<file path="config.mk">
export PLATFORM = sky130hd
export DESIGN_NAME = pse_regs
export DESIGN_NICKNAME = d
export VERILOG_FILES = /design/src/include/pse_pkg.sv /design/src/design/pse_regs.sv /design/src/design/pse_trigger.sv
export VERILOG_INCLUDE_DIRS = /design/src /design/src/include
export SDC_FILE = /design/constraint.sdc
export NUM_CORES = 1
export LEC_CHECK = 0
export BUFFER_PORTS_ARGS = -buffer_cell sky130_fd_sc_hd__buf_2
export CORE_MARGIN = 5
export CORE_UTILIZATION = 46
export DETAILED_ROUTE_END_ITERATION = 10
export GPL_ROUTABILITY_DRIVEN = 0
export HOLD_SLACK_MARGIN = 0.05
export PLACE_DENSITY = 0.87
export SYNTH_ARGS = -nofsm -noshare
export SYNTH_HDL_FRONTEND = slang
export SYNTH_SLANG_ARGS = --single-unit
</file>
<file path="constraint.sdc">
create_clock -name sys_clk -period 5.1 [get_ports sys_clk]
set_clock_uncertainty 0.1 [all_clocks]
set_input_delay 0.255 -clock sys_clk [delete_from_list [all_inputs] [get_ports sys_clk]]
set_output_delay 0.255 -clock sys_clk [all_outputs]
set_load 0.05 [all_outputs]
</file>
<file path="src/include/pse_defines.svh">
// Field positions, masks, limits, trigger encodings and reset values of the pulse status bank
`ifndef PSE_DEFINES_SVH
`define PSE_DEFINES_SVH

// ****************************************************************
// Status word fields
// ****************************************************************
`define PSE_ST_ON          0
`define PSE_ST_MODE        1
`define PSE_ST_TRG_LSB     2
`define PSE_ST_TRG_MSB     5
`define PSE_ST_AUX         6
`define PSE_ST_FBMON       7
`define PSE_ST_VOLT        8
`define PSE_ST_CALMISS     9
`define PSE_ST_CALRUN      10
`define PSE_ST_BUSY        12
`define PSE_ST_INIT        13
`define PSE_ST_DEVCHG      14
`define PSE_ST_WR_MASK     32'h0000_03FD
`define PSE_ST_RESET       32'h0000_0000

// ****************************************************************
// Fault word fields
// ****************************************************************
`define PSE_FL_OVERCUR     0
`define PSE_FL_CPUHOT      3
`define PSE_FL_HEATWARN    5
`define PSE_FL_HEATCUT     6
`define PSE_FL_COOLING     7
`define PSE_FL_SENSOR      8
`define PSE_FL_DEFECT      9
`define PSE_FL_ABSENT      10
`define PSE_FL_CALFAULT    11
`define PSE_FL_DATAMISS    12
`define PSE_FL_SUPPLY      15
`define PSE_FL_INTERNAL    16
`define PSE_FL_BADID       17
`define PSE_FL_VALID_MASK  32'h0003_9FE9
`define PSE_FL_PERSIST     32'h0000_9200
`define PSE_FL_NOSTOP      32'h0000_0420
`define PSE_FL_RESET       32'h0000_0000

// ****************************************************************
// Limits and trigger encodings
// ****************************************************************
`define PSE_CPU_TEMP_MAX   8'd80
`define PSE_TRG_FALL       4'h0
`define PSE_TRG_RISE       4'h1
`define PSE_TRG_INT_A      4'h2
`define PSE_TRG_INT_B      4'h3
`define PSE_TRG_LOW        4'h4
`define PSE_TRG_HIGH       4'h5

`endif

</file>
<file path="src/include/pse_pkg.sv">
// Types shared by the pulse status and fault register bank
package pse_pkg;

    typedef enum logic [1:0] {
        read_status_cmd,
        write_status_cmd,
        read_fault_cmd,
        clear_fault_cmd
    } pse_op_type;

    typedef struct packed {
        logic       valid;
        pse_op_type op;
        logic [31:0] data;
    } pse_cmd_type;

    typedef struct packed {
        logic freqGenMode;
        logic calibrationRunning;
        logic busy;
        logic initComplete;
        logic deviceChanged;
    } pse_devstate_type;

    typedef struct packed {
        logic [11:0] pulseCurrent;
        logic [11:0] currentLimit;
        logic        currentValid;
        logic [7:0]  controllerTemp;
        logic [31:0] faultEvent;
    } pse_sense_type;

endpackage

</file>
<file path="src/design/pse_regs.sv">
// Status and fault register bank of the pulse controller
`timescale 1ns/100ps

module pse_regs
    import pse_pkg::*;
(
    input  wire logic                      sys_clk,
    input  wire logic                      rst,
    input  wire pse_pkg::pse_cmd_type      cmd,
    input  wire pse_pkg::pse_devstate_type devState,
    input  wire pse_pkg::pse_sense_type    sense,
    input  wire logic                      extTrigger,
    output logic                           cmdReady_r,
    output logic                           rspValid_r,
    output logic                           rspRefused_r,
    output logic [31:0]                    rspData_r,
    output logic                           laserEnable_r,
    output logic                           voltOrCurrentSelect_r,
    output logic                           emitGate_r,
    output logic                           shotStart_r
);

`include "pse_defines.svh"

    // ****************************************************************
    // Status word assembly
    // ****************************************************************
    // Shared by read and write answers so both show the same layout
    function automatic logic [31:0] buildStatus(
        input logic [31:0]      rw,
        input pse_devstate_type ds
    );
        logic [31:0] s;
        s = rw & `PSE_ST_WR_MASK;
        s[`PSE_ST_MODE]   = ds.freqGenMode;
        s[`PSE_ST_CALRUN] = ds.calibrationRunning;
        s[`PSE_ST_BUSY]   = ds.busy;
        s[`PSE_ST_INIT]   = ds.initComplete;
        s[`PSE_ST_DEVCHG] = ds.deviceChanged;
        return s;
    endfunction

    // Faults that force the output off
    function automatic logic stopsOutput(input logic [31:0] f);
        return |(f & ~`PSE_FL_NOSTOP);
    endfunction

    // ****************************************************************
    // Pin synchroniser for the external trigger
    // ****************************************************************
    logic trigMeta_r;
    logic trigSync_r;

    always_ff @(posedge sys_clk) begin
        if (rst) begin
            trigMeta_r <= 1'b0;
            trigSync_r <= 1'b0;
        end else begin
            trigMeta_r <= extTrigger;
            trigSync_r <= trigMeta_r;
        end
    end

    // ****************************************************************
    // Registers
    // ****************************************************************
    logic [31:0] statusRw_r;
    logic [31:0] statusRwNxt;
    logic [31:0] fault_r;
    logic [31:0] faultNxt;
    logic [31:0] faultRaw;

    // ****************************************************************
    // Command decode
    // ****************************************************************
    logic cmdTaken;
    logic cmdIgnored;
    logic doWrite;
    logic doClear;
    logic doReadStatus;
    logic doReadFault;

    // Commands are ignored while the device reports itself busy
    assign cmdTaken     = cmd.valid & ~devState.busy;
    assign cmdIgnored   = cmd.valid & devState.busy;
    assign doWrite      = cmdTaken & (cmd.op == write_status_cmd);
    assign doClear      = cmdTaken & (cmd.op == clear_fault_cmd);
    assign doReadStatus = cmdTaken & (cmd.op == read_status_cmd);
    assign doReadFault  = cmdTaken & (cmd.op == read_fault_cmd);

    // ****************************************************************
    // Fault sources
    // ****************************************************************
    logic overCurrent;
    logic cpuOverheat;
    logic overcurrentTrip;
    logic controllerOverheat;
    logic driverHeatWarning;
    logic driverHeatCutoff;
    logic driverCoolingPhase;
    logic driverSensorBroken;
    logic driverDefective;
    logic driverAbsent;
    logic calibrationFault;
    logic driverDataMissing;
    logic supplyLow;
    logic internalFault;
    logic driverIdInvalid;

    assign overCurrent = sense.currentValid &
                         (sense.pulseCurrent > sense.currentLimit);
    assign cpuOverheat = sense.controllerTemp > `PSE_CPU_TEMP_MAX;

    // One named wire per cause keeps the bit map in a single place
    assign overcurrentTrip    = sense.faultEvent[`PSE_FL_OVERCUR] |
                                overCurrent;
    assign controllerOverheat = sense.faultEvent[`PSE_FL_CPUHOT] |
                                cpuOverheat;
    assign driverHeatWarning  = sense.faultEvent[`PSE_FL_HEATWARN];
    assign driverHeatCutoff   = sense.faultEvent[`PSE_FL_HEATCUT];
    assign driverCoolingPhase = sense.faultEvent[`PSE_FL_COOLING];
    assign driverSensorBroken = sense.faultEvent[`PSE_FL_SENSOR];
    assign driverDefective    = sense.faultEvent[`PSE_FL_DEFECT];
    assign driverAbsent       = sense.faultEvent[`PSE_FL_ABSENT];
    assign calibrationFault   = sense.faultEvent[`PSE_FL_CALFAULT];
    assign driverDataMissing  = sense.faultEvent[`PSE_FL_DATAMISS];
    assign supplyLow          = sense.faultEvent[`PSE_FL_SUPPLY];
    assign internalFault      = sense.faultEvent[`PSE_FL_INTERNAL];
    assign driverIdInvalid    = sense.faultEvent[`PSE_FL_BADID];

    // Unmapped event bits are dropped here, so reserved bits stay zero
    always_comb begin
        faultRaw = 32'h0000_0000;
        faultRaw[`PSE_FL_OVERCUR]  = overcurrentTrip;
        faultRaw[`PSE_FL_CPUHOT]   = controllerOverheat;
        faultRaw[`PSE_FL_HEATWARN] = driverHeatWarning;
        faultRaw[`PSE_FL_HEATCUT]  = driverHeatCutoff;
        faultRaw[`PSE_FL_COOLING]  = driverCoolingPhase;
        faultRaw[`PSE_FL_SENSOR]   = driverSensorBroken;
        faultRaw[`PSE_FL_DEFECT]   = driverDefective;
        faultRaw[`PSE_FL_ABSENT]   = driverAbsent;
        faultRaw[`PSE_FL_CALFAULT] = calibrationFault;
        faultRaw[`PSE_FL_DATAMISS] = driverDataMissing;
        faultRaw[`PSE_FL_SUPPLY]   = supplyLow;
        faultRaw[`PSE_FL_INTERNAL] = internalFault;
        faultRaw[`PSE_FL_BADID]    = driverIdInvalid;
    end

    // ****************************************************************
    // Sticky fault bits
    // ****************************************************************
    // A new event in the clearing cycle wins, so no fault is lost
    localparam logic [31:0] PERSIST = `PSE_FL_PERSIST;
    localparam logic [31:0] VALID   = `PSE_FL_VALID_MASK;

    genvar gi;
    generate
        for (gi = 0; gi < 32; gi = gi + 1) begin : gFault
            logic dropBit;
            assign dropBit = doClear & ~PERSIST[gi];
            assign faultNxt[gi] = VALID[gi] &
                                  (faultRaw[gi] |
                                   (fault_r[gi] & ~dropBit));
        end
    endgenerate

    // ****************************************************************
    // Status write path
    // ****************************************************************
    logic faultPresent;
    logic criticalNxt;
    logic onRequest;
    logic switchOnBarred;

    // Any fault, stopping or not, bars a restart until it is cleared
    assign faultPresent = |faultNxt;
    assign criticalNxt  = stopsOutput(faultNxt);
    assign onRequest    = doWrite ? cmd.data[`PSE_ST_ON]
                                  : statusRw_r[`PSE_ST_ON];
    assign switchOnBarred = doWrite & cmd.data[`PSE_ST_ON] &
                            ~statusRw_r[`PSE_ST_ON] & faultPresent;

    always_comb begin
        statusRwNxt = statusRw_r;
        if (doWrite) begin
            // Whole word replaces the writable fields at once
            statusRwNxt = cmd.data & `PSE_ST_WR_MASK;
        end
        // Stopping faults also drop a switch that was already on
        if (switchOnBarred) begin
            statusRwNxt[`PSE_ST_ON] = 1'b0;
        end else if (criticalNxt) begin
            statusRwNxt[`PSE_ST_ON] = 1'b0;
        end else begin
            statusRwNxt[`PSE_ST_ON] = onRequest;
        end
    end

    // ****************************************************************
    // Answer selection
    // ****************************************************************
    logic [31:0] statusAnswer;
    logic [31:0] faultAnswer;
    logic [31:0] answerWord;
    logic        answerLoad;

    // Status answers show the word as it stands after the command
    assign statusAnswer = buildStatus(statusRwNxt, devState);
    assign faultAnswer  = faultNxt & `PSE_FL_VALID_MASK;
    assign answerLoad   = doWrite | doReadStatus | doReadFault | doClear;
    assign answerWord   = (doWrite | doReadStatus) ? statusAnswer
                                                   : faultAnswer;

    // ****************************************************************
    // Emission control
    // ****************************************************************
    logic laserEnableNxt;

    // Output is live only when switched on and no stopping fault stands
    assign laserEnableNxt = statusRwNxt[`PSE_ST_ON] & ~criticalNxt;

    always_ff @(posedge sys_clk) begin
        if (rst) begin
            statusRw_r <= `PSE_ST_RESET;
            fault_r    <= `PSE_FL_RESET;
        end else begin
            statusRw_r <= statusRwNxt;
            fault_r    <= faultNxt;
        end
    end

    // Handshake flags answer one cycle after the command
    always_ff @(posedge sys_clk) begin
        if (rst) begin
            cmdReady_r   <= 1'b0;
            rspValid_r   <= 1'b0;
            rspRefused_r <= 1'b0;
        end else begin
            cmdReady_r   <= ~devState.busy;
            rspValid_r   <= cmdTaken;
            rspRefused_r <= cmdIgnored;
        end
    end

    // Answer word holds until the next taken command
    always_ff @(posedge sys_clk) begin
        if (rst) begin
            rspData_r <= 32'h0000_0000;
        end else if (answerLoad) begin
            rspData_r <= answerWord;
        end
    end

    // Driver controls follow the status word
    always_ff @(posedge sys_clk) begin
        if (rst) begin
            laserEnable_r         <= 1'b0;
            voltOrCurrentSelect_r <= 1'b0;
        end else begin
            laserEnable_r         <= laserEnableNxt;
            voltOrCurrentSelect_r <= statusRwNxt[`PSE_ST_VOLT];
        end
    end

    // ****************************************************************
    // Trigger handling
    // ****************************************************************
    logic [3:0] triggerSelect;

    assign triggerSelect = statusRw_r[`PSE_ST_TRG_MSB:`PSE_ST_TRG_LSB];

    pse_trigger uTrigger (
        .sys_clk       (sys_clk),
        .rst           (rst),
        .trigLevel     (trigSync_r),
        .triggerSelect (triggerSelect),
        .outputAllowed (laserEnable_r),
        .emitGate_r    (emitGate_r),
        .shotStart_r   (shotStart_r)
    );

endmodule

</file>
<file path="src/design/pse_trigger.sv">
// Trigger mode decoder producing the emission gate and shot start pulse
`timescale 1ns/100ps

module pse_trigger
    import pse_pkg::*;
(
    input  wire logic       sys_clk,
    input  wire logic       rst,
    input  wire logic       trigLevel,
    input  wire logic [3:0] triggerSelect,
    input  wire logic       outputAllowed,
    output logic            emitGate_r,
    output logic            shotStart_r
);

`include "pse_defines.svh"

    logic trigPrev_r;
    logic riseSeen;
    logic fallSeen;
    logic gateNxt;
    logic startNxt;

    assign riseSeen = trigLevel & ~trigPrev_r;
    assign fallSeen = ~trigLevel & trigPrev_r;

    always_comb begin
        gateNxt  = 1'b0;
        startNxt = 1'b0;
        case (triggerSelect)
            `PSE_TRG_FALL:  startNxt = fallSeen;
            `PSE_TRG_RISE:  startNxt = riseSeen;
            `PSE_TRG_INT_A: gateNxt  = 1'b1;
            `PSE_TRG_INT_B: gateNxt  = 1'b1;
            `PSE_TRG_LOW:   gateNxt  = ~trigLevel;
            `PSE_TRG_HIGH:  gateNxt  = trigLevel;
            default: begin
                gateNxt  = 1'b0;
                startNxt = 1'b0;
            end
        endcase
    end

    always_ff @(posedge sys_clk) begin
        if (rst) begin
            trigPrev_r  <= 1'b0;
            emitGate_r  <= 1'b0;
            shotStart_r <= 1'b0;
        end else begin
            trigPrev_r  <= trigLevel;
            emitGate_r  <= gateNxt & outputAllowed;
            shotStart_r <= startNxt & outputAllowed;
        end
    end

endmodule

</file>
==> impl_metrics.yaml <==
outcome:
  status: "completed"
synthesis:
  yosysWarningCount: 0
  async_flop_share: 0
  synth_seq_cells: 49
  ys.flop_type: "dfxtp_1"
  ys_seq_area_frac: 0.418
  syn_area_per_cell_um2: 8.32
  syn_area_mm2: 0.00235
  synth-edff-count: 0
  synth_cell_types: 43
  synthCells: 282
timing:
  fin_crit_sh: 0.551
  finalSetupViolCount: 0
  rsz0062_at_grt: "false"
  finalHoldViolations: 0
  maxSlewViolCount: 0
  period_needed_ns: 2.81
  fin_tns_setup_ns: 0
  worstMarginPinSlew_ns: 0.793
  fmax_ghz: 0.356
  relSlewSlack: 0.471
clock_tree:
  worstSkewPairLatency_ns: 0.30
  cts_root_buf: "clkbuf_8"
  htree_levels: 2
  numCtsBuffers: 5
  cts_tree: "built"
  clk_pin_slew_ns: 0.09
  cts_sinks: 49
  cts_buffer_depth: 2
layout:
  diodes: 0
  nNetsFinal: 486
  layout_common_cells: "90 x buf_2, 49 x dfxtp_1, 43 x a21oi_1, 43 x nor2_1, 25 x nand2_1"
  layout_commonest_cell: "buf_2"
  syn_to_final_growth_pct: 22.7
  final_util: 0.571
  layout-drive-gt1-share: 0.289
power:
  combPwrFrac: 0.199
  p_clk_frac: 0.284
  p_sw_uw: 247
  switching_share: 0.312
  seqPwrFrac: 0.517
  p_leak_uw: 0.00133
  p_per_area_mw_per_mm2: 275
  p_int_uw: 544
  irDropWorstVdd_uv: 169
setup_path:
  path_class: "primary input to flip-flop"
  r2r_cells: 5
  ff2ff_setup_slack_ns: 3.47
  reg2reg_to: "laserEnable_r"
  required_ns: 5.20
  worst_path_max_delay_cell: "a221oi_2"
  regToRegStartpoint: "fault_r[11]"
  cp_top_family: "compound AO/OA/AOI/OAI gates"
  critPathCaptureType: "flip-flop"
  path_max_fanout: 13
  path_cells: "dlygate4sd3_1, buf_2, and2b_1, nand3_1, a221oi_2, o2111ai_2, a2111oi_2"
  path_buf_inv: 2
  arrival_ns: 2.91
  max_stage_delay_ns: 0.61
  cp-start-kind: "primary input"
routing:
  route.detailed.drc: 0
  viasPerCell: 5.15
  drt-initial-drc-count: 143
  route.met3.wl_um: 500
  top_layer_used: "met4"
  dr.pass1.iters: 4
  met1_length_um: 2410
  met2_length_um: 3080
  drt_wl_total_um: 6080
  num_vias: 2249
  wire_per_inst_um: 13.9
  ant_nets: 0
floorplan:
  die-width_um: 81.4
  die_h_um: 81.4
  die-area_mm2: 0.00663
  num_rows: 26
  ios: 147
  core_mm2: 0.00504
  initial_core_util: 0.465
flow_run:
  maxCapViolations: 0
hold_path:
  min_path_cells: 2
  holdCritStartpoint: "extTrigger"
  hold_end: "trigMeta_r"
  hold_path.class: "primary input to flip-flop"
global_route:
  antenna_found_initial: 0
  grt_pass1_vias: 2247
  grt_start_max_net_pins: 44
  grt_pass1_wl_um: 9980
  gr-total-overflow: 0
  grtUsageTotal: 0.194
place:
  io_buffers: 90
  hpwl_um: 4690
## cells in the mapped netlist (all sizes together) (4+ instances only)
master  number  area (um^2)
a211oi      16          120
a21oi       43          215
buf         18          121
clkbuf      10         37.5
dfxtp       49          981
ha          12          150
inv         14         52.6
nand2       25         93.8
nand3b       4         30.0
nor2        43          161
nor2b       10         62.6
nor4         4         31.3
## metal layers
layer  global-route usage  vias to the layer above
met3               0.0581                        8
li1                     -                     1127
met4               0.0608                        0
met2                0.331                       86
met5                    0                        -
met1                0.233                     1028
## worst max path at each step
stage | start | to | slack, ns | cells after the start
after floorplan | sense[16] | laserEnable_r | 3.29 | 5
after global placement | cmd[33] | laserEnable_r | 2.48 | 5
after detailed placement | cmd[33] | laserEnable_r | 2.45 | 5
after CTS | devState[2] | statusRw_r[0] | 2.28 | 7
after global routing | devState[2] | laserEnable_r | 2.09 | 7
final | devState[2] | laserEnable_r | 2.29 | 7
## state kept, by name, summed over array words and instances, names as in the netlist
signal                flops
trigMeta_r                1
statusRw_r                9
trigSync_r                1
uTrigger.shotStart_r      1
uTrigger.emitGate_r       1
rspRefused_r              1
rspData_r                18
rspValid_r                1
fault_r                  13
cmdReady_r                1
laserEnable_r             1
uTrigger.trigPrev_r       1
## timing repair
| item | CTS | global route |
|---|---|---|
| hold buffers | 1 | 0 |
| setup buffers | 0 | 0 |
| endpoints found under the hold margin | 1 | 0 |
| resized for setup | 0 | 0 |
## cell type report
| type | instances | area (um^2) |
|---|---|---|
| Fill cell | 491 | 2160 |
| Multi-Input combinational cell | 204 | 1200 |
| Sequential cell | 49 | 981 |
| Timing Repair Buffer | 92 | 468 |
| Tap cell | 70 | 87.6 |
| Clock buffer | 5 | 68.8 |
| Inverter | 14 | 52.6 |
| Clock inverter | 3 | 17.5 |
## cell families after synthesis
group | synth area share
AO/OA/AOI/OAI | 0.217
other | 0.00160
flip-flops | 0.418
AND/OR/NAND/NOR | 0.202
adder cells (fa/ha/maj) | 0.0640
XOR/XNOR | 0.00373
buffers and inverters | 0.0901
multiplexers | 0.00427
## stage by stage
| step | setup WS, ns | power (uW) | cells | hold slack (ns) | cell area, um^2 |
|---|---|---|---|---|---|
| final | 2.29 | 790 | 437 | 0.0605 | 2880 |
| after CTS | 2.28 | 794 | 437 | 0.0578 | 2880 |
| after global placement | 2.48 | 568 | 428 | 0.320 | 2780 |
| after global routing | 2.09 | 838 | 437 | 0.0657 | 2880 |
| after detailed placement | 2.45 | 574 | 428 | 0.325 | 2780 |
| after floorplan | 3.29 | 531 | 295 | 0.224 | 2390 |
## power groups by stage
stage | registers (uW) | clock network (uW) | logic (uW)
3_3_place_gp | 416 | 0 | 152
6_report | 409 | 225 | 157
5_1_grt | 411 | 253 | 174
4_1_cts | 408 | 228 | 157
2_1_floorplan | 439 | 0 | 91.7
3_5_place_dp | 417 | 0 | 156
Note: power is estimated with default switching activity, not from simulation.
